--- src/verilog/dual_adc_serial_regs.vh ---
`ifndef DUAL_ADC_SERIAL_REGS_VH
`define DUAL_ADC_SERIAL_REGS_VH

// =====================================================
// register map, byte addresses on the bus
`define LEVEL0_ADDR 8'h00
`define LEVEL1_ADDR 8'h04
`define STATUS_ADDR 8'h08
`define LEVEL_RESET 18'h00000

// =====================================================
// status fields, one byte per converter at 8*channel
`define STAT_CH_STRIDE 8
`define STAT_CONVERTING 0
`define STAT_READING 1
`define STAT_CHAIN 2
`define STAT_BUSY_EN 3

// =====================================================
// coding and timing
`define RESULT_BITS 16
`define CODE_FULL 16'hffff
`define CODE_ZERO 16'h0000
`define CLK_PERIOD_NS 4
`define CONV_TIME_NS 500
`define CONV_CYCLES ((`CONV_TIME_NS + `CLK_PERIOD_NS - 1) / `CLK_PERIOD_NS)

`endif
--- src/verilog/dual_adc_serial_mode_select.v ---
`timescale 1ns/1ns
`include "dual_adc_serial_regs.vh"
module dual_adc_serial_mode_select (
    input wire clk_i,
    input wire rst_i,
    input wire [7:0] wb_adr_i,
    input wire [31:0] wb_dat_i,
    output reg [31:0] wb_dat_o,
    input wire wb_we_i,
    input wire [3:0] wb_sel_i,
    input wire wb_cyc_i,
    input wire wb_stb_i,
    output reg wb_ack_o,
    input wire [1:0] convert_strobe_i,
    input wire [1:0] serial_shift_clock_i,
    input wire [1:0] chain_select_input_i,
    output wire [1:0] result_serial_output_o,
    output wire [1:0] result_serial_oe_n_o
);

localparam ST_ACQ = 3'b001;
localparam ST_CONV = 3'b010;
localparam ST_READ = 3'b100;
localparam integer CONV_LOAD_FULL = `CONV_CYCLES - 1;
localparam [7:0] CONV_LOAD = CONV_LOAD_FULL[7:0];

// =====================================================
// bus slave: level registers stand in for the analog inputs
reg [17:0] level0;
reg [17:0] level1;
wire [31:0] status;
wire wb_req = wb_cyc_i & wb_stb_i & ~wb_ack_o;

always @(posedge clk_i) begin
    if (rst_i) begin
        wb_ack_o <= 1'b0;
        wb_dat_o <= 32'h00000000;
        level0 <= `LEVEL_RESET;
        level1 <= `LEVEL_RESET;
    end else begin
        wb_ack_o <= wb_req;
        wb_dat_o <= 32'h00000000;
        if (wb_req & wb_we_i) begin
            if (wb_adr_i == `LEVEL0_ADDR) begin
                if (wb_sel_i[0]) level0[7:0] <= wb_dat_i[7:0];
                if (wb_sel_i[1]) level0[15:8] <= wb_dat_i[15:8];
                if (wb_sel_i[2]) level0[17:16] <= wb_dat_i[17:16];
            end
            if (wb_adr_i == `LEVEL1_ADDR) begin
                if (wb_sel_i[0]) level1[7:0] <= wb_dat_i[7:0];
                if (wb_sel_i[1]) level1[15:8] <= wb_dat_i[15:8];
                if (wb_sel_i[2]) level1[17:16] <= wb_dat_i[17:16];
            end
        end else if (wb_req) begin
            case (wb_adr_i)
                `LEVEL0_ADDR: wb_dat_o <= {14'h0000, level0};
                `LEVEL1_ADDR: wb_dat_o <= {14'h0000, level1};
                `STATUS_ADDR: wb_dat_o <= status;
                default: wb_dat_o <= 32'h00000000;
            endcase
        end
    end
end

assign status[31:16] = 16'h0000;

// =====================================================
// one converter per channel, nothing shared between them
genvar ch;
generate
    for (ch = 0; ch < 2; ch = ch + 1) begin : conv
        reg [2:0] cnv_sync;
        reg [2:0] sck_sync;
        reg [2:0] sdi_sync;
        reg cnv_f;
        reg sck_f;
        reg sdi_f;
        reg [2:0] state;
        reg [7:0] cnt;
        reg [16:0] sh;
        reg [4:0] bits;
        reg chain;
        reg busy;
        reg started;
        reg drive;
        reg oe_n;
        wire [17:0] lvl = (ch == 0) ? level0 : level1;
        wire [15:0] code;
        wire next_cnv;
        wire next_sck;
        wire next_sdi;
        wire cnv_rise;
        wire sck_fall;
        wire sel;

        // a level counts only once the second and third stages agree
        assign next_cnv = (cnv_sync[1] == cnv_sync[2]) ? cnv_sync[2] : cnv_f;
        assign next_sck = (sck_sync[1] == sck_sync[2]) ? sck_sync[2] : sck_f;
        assign next_sdi = (sdi_sync[1] == sdi_sync[2]) ? sdi_sync[2] : sdi_f;
        assign cnv_rise = next_cnv & ~cnv_f;
        assign sck_fall = ~next_sck & sck_f;
        // readout select: strobe low in 3-wire, chain/select low in 4-wire
        assign sel = ~next_cnv | ~next_sdi;
        // bit 17 marks below zero, bit 16 above full scale
        assign code = lvl[17] ? `CODE_ZERO : (lvl[16] ? `CODE_FULL : lvl[15:0]);

        always @(posedge clk_i) begin
            if (rst_i) begin
                cnv_sync <= 3'b000;
                sck_sync <= 3'b000;
                sdi_sync <= 3'b000;
                cnv_f <= 1'b0;
                sck_f <= 1'b0;
                sdi_f <= 1'b0;
                state <= ST_ACQ;
                cnt <= 8'h00;
                sh <= 17'h00000;
                bits <= 5'h00;
                chain <= 1'b0;
                busy <= 1'b0;
                started <= 1'b0;
                drive <= 1'b0;
                oe_n <= 1'b1;
            end else begin
                // enable pin comes from its own flop, one cycle behind drive
                oe_n <= ~drive;
                cnv_sync <= {cnv_sync[1:0], convert_strobe_i[ch]};
                sck_sync <= {sck_sync[1:0], serial_shift_clock_i[ch]};
                sdi_sync <= {sdi_sync[1:0], chain_select_input_i[ch]};
                cnv_f <= next_cnv;
                sck_f <= next_sck;
                sdi_f <= next_sdi;
                case (state)
                    ST_ACQ, ST_READ: begin
                        if (cnv_rise) begin
                            // sdi_f still holds the level from before the edge, so a
                            // chain/select pin tied to the strobe reads low here
                            chain <= ~sdi_f;
                            busy <= ~sdi_f & sck_f;
                            cnt <= CONV_LOAD;
                            drive <= 1'b0;
                            started <= 1'b0;
                            state <= ST_CONV;
                        end else if (state == ST_READ && chain) begin
                            // a busy start bit keeps the pin driven even with the strobe high
                            drive <= busy | ~next_cnv;
                            if (sck_fall & drive) begin
                                sh <= {sh[15:0], sdi_f};
                            end
                        end else if (state == ST_READ) begin
                            if (started & ~sel) begin
                                drive <= 1'b0;
                                state <= ST_ACQ;
                            end else if (sel) begin
                                drive <= 1'b1;
                                started <= 1'b1;
                                if (sck_fall & started) begin
                                    sh <= {sh[15:0], 1'b0};
                                    bits <= bits - 5'h01;
                                    if (bits == 5'h01) begin
                                        drive <= 1'b0;
                                        state <= ST_ACQ;
                                    end
                                end
                            end
                        end
                    end
                    ST_CONV: begin
                        // internal count, the serial clock plays no part
                        cnt <= cnt - 8'h01;
                        if (cnt == 8'h00) begin
                            // conversion over: on to the readout state
                            state <= ST_READ;
                            if (chain) begin
                                sh <= busy ? {1'b0, code} : {code, 1'b0};
                                drive <= busy | ~next_cnv;
                                started <= 1'b1;
                            end else if (sel) begin
                                busy <= 1'b1;
                                sh <= {1'b0, code};
                                bits <= 5'h11;
                                drive <= 1'b1;
                                started <= 1'b1;
                            end else begin
                                busy <= 1'b0;
                                sh <= {code, 1'b0};
                                bits <= 5'h10;
                                started <= 1'b0;
                            end
                        end
                    end
                    default: begin
                        state <= ST_ACQ;
                        drive <= 1'b0;
                    end
                endcase
            end
        end

        assign result_serial_output_o[ch] = sh[16];
        assign result_serial_oe_n_o[ch] = oe_n;
        assign status[ch * `STAT_CH_STRIDE + `STAT_CONVERTING] = state[1];
        assign status[ch * `STAT_CH_STRIDE + `STAT_READING] = state[2];
        assign status[ch * `STAT_CH_STRIDE + `STAT_CHAIN] = chain;
        assign status[ch * `STAT_CH_STRIDE + `STAT_BUSY_EN] = busy;
        assign status[ch * `STAT_CH_STRIDE + 7 : ch * `STAT_CH_STRIDE + 4] = 4'h0;
    end
endgenerate

endmodule

--- config.mk ---
export PLATFORM = sky130hd
export DESIGN_NAME = dual_adc_serial_mode_select
export DESIGN_NICKNAME = d
export VERILOG_FILES = /design/src/verilog/dual_adc_serial_mode_select.v
export VERILOG_INCLUDE_DIRS = /design/src /design/src/verilog
export SDC_FILE = /design/constraint.sdc
export NUM_CORES = 1
export LEC_CHECK = 0
export CAP_MARGIN = 20
export CELL_PAD_IN_SITES_DETAIL_PLACEMENT = 0
export CELL_PAD_IN_SITES_GLOBAL_PLACEMENT = 1
export CORE_MARGIN = 2
export CORE_UTILIZATION = 52
export DETAILED_ROUTE_END_ITERATION = 10
export DONT_BUFFER_PORTS = 1
export GPL_ROUTABILITY_DRIVEN = 0
export PLACE_DENSITY = 0.86
export REMOVE_ABC_BUFFERS = 1
export SYNTH_ARGS = -nofsm -noshare
export SYNTH_HDL_FRONTEND = slang
export SYNTH_SLANG_ARGS = --single-unit
--- constraint.sdc ---
create_clock -name clk_i -period 5 [get_ports clk_i]
set_input_delay 0.5 -clock clk_i [delete_from_list [all_inputs] [get_ports clk_i]]
set_output_delay 0.5 -clock clk_i [all_outputs]
set_load 0.005 [all_outputs]
==> results of run 1 <==
[final cells by class]
cell class,count,share of cell area
well taps,184,0.0278
inverters,18,0.00815
clock buffers,22,0.0584
clock inverters,9,0.0107
flip-flops and latches,155,0.374
repair buffers,5,0.00453
multi-input cells,645,0.516
[critical path, cell delays in order, from the launching register on]
cell and delay (ns):
dfxtp_1 0.74, or3b_4 0.64, o21ai_2 0.70, and2_1 0.64, a311oi_1 0.19
[state kept, by name, summed over array words and instances, names as in the netlist, 6 cells and up]
signal and cells:
conv.state 6, conv.sck_sync 6, conv.bits 10, conv.sdi_sync 6, wb_dat_o 18, conv.cnv_sync 6, conv.sh 34, conv.lvl 36
conv.cnt 16
[placed cells by master, fill, tap and decap left out, types with 7 or more instances in the layout]
master / n
a22oi_1: 11
o21ai_0: 37
a31oi_2: 11
a31oi_1: 23
mux2i_1: 28
nor2b_1: 40
nand2_1: 72
nand2b_1: 11
dfxtp_1: 155
conb_1: 14
nand3_1: 7
or3_1: 11
clkbuf_16: 17
nor3_1: 13
nor3b_1: 7
inv_1: 17
nor2_1: 78
mux2_2: 32
a221oi_1: 14
xnor2_1: 7
a21oi_1: 88
ha_1: 8
a211oi_1: 23
[per-layer routing]
| layer | vias up | track usage | routed length [µm] |
|---|---|---|---|
| met5 | - | 0 | 0 |
| met4 | 0 | 0.0840 | 343 |
| met3 | 23 | 0.0658 | 1250 |
| met2 | 196 | 0.372 | 8670 |
| met1 | 3083 | 0.316 | 8820 |
| li1 | 3088 | - | - |
[synthesized netlist by cell type, types with 3 or more instances]
cell / instances
buf_4: 25
nand3b_1: 4
or4_1: 3
nor2_1: 78
mux2i_1: 28
a22oi_1: 11
and2_1: 6
nor3b_1: 8
buf_1: 3
buf_2: 12
nor2b_1: 40
nand2_1: 72
nand3_1: 7
maj3_2: 3
a221oi_1: 14
inv_1: 17
nand2b_1: 11
a31oi_1: 23
mux2_2: 32
a31oi_2: 11
nor3_1: 13
or3_1: 11
ha_1: 8
a21oi_1: 88
buf_6: 6
clkbuf_1: 32
o21ai_0: 37
and3_1: 5
xnor2_1: 7
xor2_1: 5
or3b_2: 3
dfxtp_1: 155
a211oi_1: 23
nor4_1: 4
[cells by family after synthesis]
| family | synth area share |
|---|---|
| other | 0.000478 |
| xor gates and xnor gates | 0.0134 |
| adders and majority gates | 0.0183 |
| DFF | 0.395 |
| AOI/OAI and AO/OA | 0.217 |
| and+or+nand+nor | 0.205 |
| buffers and inverters | 0.0672 |
| muxes | 0.0830 |
[per-stage QoR]
stage / instances / util / total power, mW / cell area, µm²
after floorplan: 818 / - / 1.37 / 7440
after global placement: 1007 / 0.527 / 1.39 / 7720
after detailed placement: 1007 / 0.527 / 1.39 / 7720
after CTS: 1038 / 0.566 / 2.62 / 8290
after global routing: 1038 / 0.566 / 2.69 / 8290
final: 1038 / 0.566 / 2.60 / 8290
[report_power, final]
part	internal, mW	switching [mW]
Clock	0.736	0.505
Combinational	0.0420	0.0491
Sequential	1.25	0.0227
Total	2.03	0.576
[worst max-delay path by stage]
stage / from / cells after the start / end
floorplan: wb_adr_i[1] / 5 / conv[0].lvl[10]$_SDFFE_PP0P_
global placement: conv[0].state[1]$_SDFFE_PP0P_ / 4 / conv[0].sh[1]$_SDFFE_PP0P_
detailed placement: conv[0].state[1]$_SDFFE_PP0P_ / 4 / conv[0].sh[1]$_SDFFE_PP0P_
CTS: conv[0].state[1]$_SDFFE_PP0P_ / 4 / conv[0].sh[1]$_SDFFE_PP0P_
global route: conv[0].state[1]$_SDFFE_PP0P_ / 4 / conv[0].sh[1]$_SDFFE_PP0P_
finish: conv[0].state[1]$_SDFFE_PP0P_ / 4 / conv[0].sh[1]$_SDFFE_PP0P_
==> results.toml, run 1 <==
[run_status]
status = "complete, no violations"

[worst_setup_path]
r2r_end = "conv[0].sh[1]$_SDFFE_PP0P_"
r2r_start = "conv[0].state[1]$_SDFFE_PP0P_"
regToRegSetupSlack_ns = 1.89
required_ns = 5.25
critical_path_class = "reg -> reg"
end_kind = "flop"
crit_path_start_kind = "flop"
reg2reg_depth = 4
crit_arrival_ns = 3.36
cp_max_fo = 29

[timing]
tightest_slew_ns = 1.01
period_minus_slack_ns = 3.11
final_hold_viol_count = 0
fmax_ghz = 0.322
setup_violations = 0
skew_ns = 0.00810
layout_setup_ws_ns = 1.89
fin_setup_tns_ns = 0
holdWs_ns = 0.158
timing.final.crit_share = 0.622
slew_viol_final = 0
rsz0062_at_grt = "false"
relSlewSlack = 0.323

[yosys]
synth_edf_count = 0
ys_seq_area_frac = 0.395
avgSynthCellArea_um2 = 8.88
synth_top_area_frac = 0.395
synthFlopType = "dfxtp_1"
ys_seq_elements = 155
yosys_warnings = 0
async_reset_ff_frac = 0
netlist-cell-type-count = 94
synth_area_leaders = "dfxtp_1 (40%), a21oi_1 (5.6%), mux2_2 (4.6%)"
synth_largest_area_cell = "dfxtp_1"
syn_area_um2 = 7850
synthCells = 884

[floorplan]
core_area_um2 = 14600
floorplan.initialDensity = 0.536
die_w_um = 127
die_h_um = 127
die_area_um2 = 16100
rows = 44
io_pins = 92

[job]
cap_violations = 0

[power]
peakVddDrop_mv = 0.234
p_per_area_nw_per_um2 = 314
leakagePower_nw = 2.80

[clock_network]
cts_hold_buf = 0
cts.sinks = 155
cts_buffers = 17
tritoncts = "yes"
cts_buffer_depth = 2
postCtsSetupBuffers = 0
htreeDepth = 4
clk_latency_ns = 0.42
cts-root-buf = "clkbuf_16"
cts_resized = 0
clkTransAtPathRegs_ns = 0.06

[layout]
seqCellArea_um2 = 3100
multi_input_area_um2 = 4280
area_growth_pct = 5.61
fin_nets = 905
nFillCells = 1303
antennaDiodeCount = 0
drive_gt1_frac = 0.128

[placed_design]
dp_hpwl_um = 12900
port_buffers = 0
dp_slack_ns = 1.97

[route]
vias = 6390
wl_um = 19100
ant_nets = 0
drc_errors = 0
drt_iter0_markers = 480
wl_per_cell_um = 18.4
first_pass_iters = 5
via_per_inst = 6.16

[grt]
grt_pass1_wl_um = 31100
grt_overflow = 0
grt_pass1_vias = 6097
grt_max_degree = 130
track_usage = 0.237
antenna_found_initial = 0

[hold_path]
worstHoldStart = "rst_i"
holdPathEnd = "conv[1].lvl[13]$_SDFFE_PP0P_"
hold_path.class = "in -> reg"
min_path_cells = 1
Note: power is estimated with default switching activity, not from simulation.
==> run 2, diff against run 1 <==
Settings changed: CORE_UTILIZATION 52 to 49, PLACE_DENSITY 0.86 to 0.82.
Clock period 5 ns to 3 ns, I/O delays scaled along.
==> run 2 against run 1 <==
Sequential share of layout area decreased by 1.4 points. Total power increased by 71%. Final cell count increased by 6.0%. Via count increased by 2.6%. Maximum frequency increased by 13%. Clock power increased by 71%. Worst setup slack got worse by 1.6 ns. Clock skew increased by 0.0013 ns.
==> results.toml, run 2 (synthesis gave the netlist of run 1 again) <==
[power]
share_comb_of_total_power = 0.047
power.total_mw = 4.44
power.switching_mw = 1.02
power.share.clock = 0.477
swShare = 0.229
p_per_area_nw_per_um2 = 516
leakagePower_nw = 2.94
p_int_mw = 3.42
peakVddDrop_mv = 0.402
seqPwrFrac = 0.476

[floorplan]
die_w_um = 131
floorplan.initialDensity = 0.498
core_area_um2 = 15800
die_h_um = 131
io_pins = 92
die_area_um2 = 17100
rows = 46

[clock_network]
cts-root-buf = "clkbuf_16"
cts_buffers = 17
cts_buffer_depth = 2
postCtsSetupBuffers = 0
htreeDepth = 4
tritoncts = "yes"
clkTransAtPathRegs_ns = 0.06
cts_hold_buf = 18
cts_resized = 0
clk_latency_ns = 0.43
cts.sinks = 155

[route]
vias = 6558
wl_um = 19400
wl_met3_um = 1150
wl_met2_um = 9220
highest_layer = "met4"
wl_per_cell_um = 17.7
via_per_inst = 5.96
drc_errors = 0
first_pass_iters = 5
wl_met1_um = 8710
ant_nets = 0
drt_iter0_markers = 586

[timing]
layout_setup_ws_ns = 0.260
fmax_ghz = 0.365
rsz0062_at_grt = "false"
slew_viol_final = 0
skew_ns = 0.00940
holdWs_ns = 0.00912
tightest_slew_ns = 0.913
period_minus_slack_ns = 2.74
timing.final.crit_share = 0.913
setup_violations = 0
relSlewSlack = 0.392
final_hold_viol_count = 0
fin_setup_tns_ns = 0

[placed_design]
placed_area_um2 = 7840
dp_slack_ns = 0.322
dpl.cell_count = 1050
port_buffers = 0
dp_hpwl_um = 12900

[worst_setup_path]
end_kind = "flop"
cp_slowest_stage_delay_ns = 0.68
required_ns = 3.27
critical_path_class = "reg -> reg"
crit_path_start_kind = "flop"
crit_slowest_cell = "a21oi_2"
crit_chain = "buf_4, nand4bb_1, o32ai_1, a21oi_2, and2_1, a311oi_1"
cp_max_fo = 18
cp.buffers_inverters = 1
path_delay_family = "compound AO/OA/AOI/OAI gates"
regToRegSetupSlack_ns = 0.26
r2r_start = "conv[0].state[1]$_SDFFE_PP0P_"
crit_arrival_ns = 3.01
startpoint = "conv[0].state[1]$_SDFFE_PP0P_"

[layout]
fin_nets = 934
antennaDiodeCount = 0
fin_area_um2 = 8610
final_common_cell = "dfxtp_1"
drive_gt1_frac = 0.133
fin_util = 0.546
largest_reg_flops = 36
final_cells = 1100
area_growth_pct = 9.61
layout_common_cells = "dfxtp_1 (155), a21oi_1 (88), nor2_1 (78)"

[hold_path]
hold_path.class = "in -> reg"
worstHoldStart = "wb_dat_i[8]"

[grt]
grt_pass1_vias = 6160
grt_max_degree = 110
grt_pass1_wl_um = 31100
grt_overflow = 0
track_usage = 0.231
antenna_found_initial = 0

[run_status]
status = "complete, no violations"

[job]
cap_violations = 0
run 2: power groups by stage:
stage	Combinational [mW]	Clock [mW]	Sequential, mW
floorplan	0.122	0	2.16
global placement	0.153	0	2.16
detailed placement	0.159	0	2.16
CTS	0.207	2.16	2.11
global route	0.227	2.23	2.12
finish	0.210	2.12	2.11
run 2: layer usage:
layer / GRT usage / up-vias
met4: 0.0695 / 0
met5: 0 / -
li1: - / 3147
met3: 0.0607 / 38
met1: 0.300 / 3176
met2: 0.377 / 197
run 2: final timing paths:
path | cells past startpoint | end
worst max-delay path | 6 | conv[0].sh[1]$_SDFFE_PP0P_
worst min-delay path | 2 | conv[1].lvl[8]$_SDFFE_PP0P_
worst max register to register | 6 | conv[0].sh[1]$_SDFFE_PP0P_
worst min register to register | 1 | conv[1].oe_n$_SDFF_PP1_
run 2: cell type report:
cell class | count | area (µm²)
Clock inverter | 10 | 118
Clock buffer | 22 | 454
Multi-Input combinational cell | 645 | 4280
Sequential cell | 155 | 3100
Tap cell | 216 | 270
Inverter | 18 | 67.6
Fill cell | 1453 | 7160
Timing Repair Buffer | 34 | 318
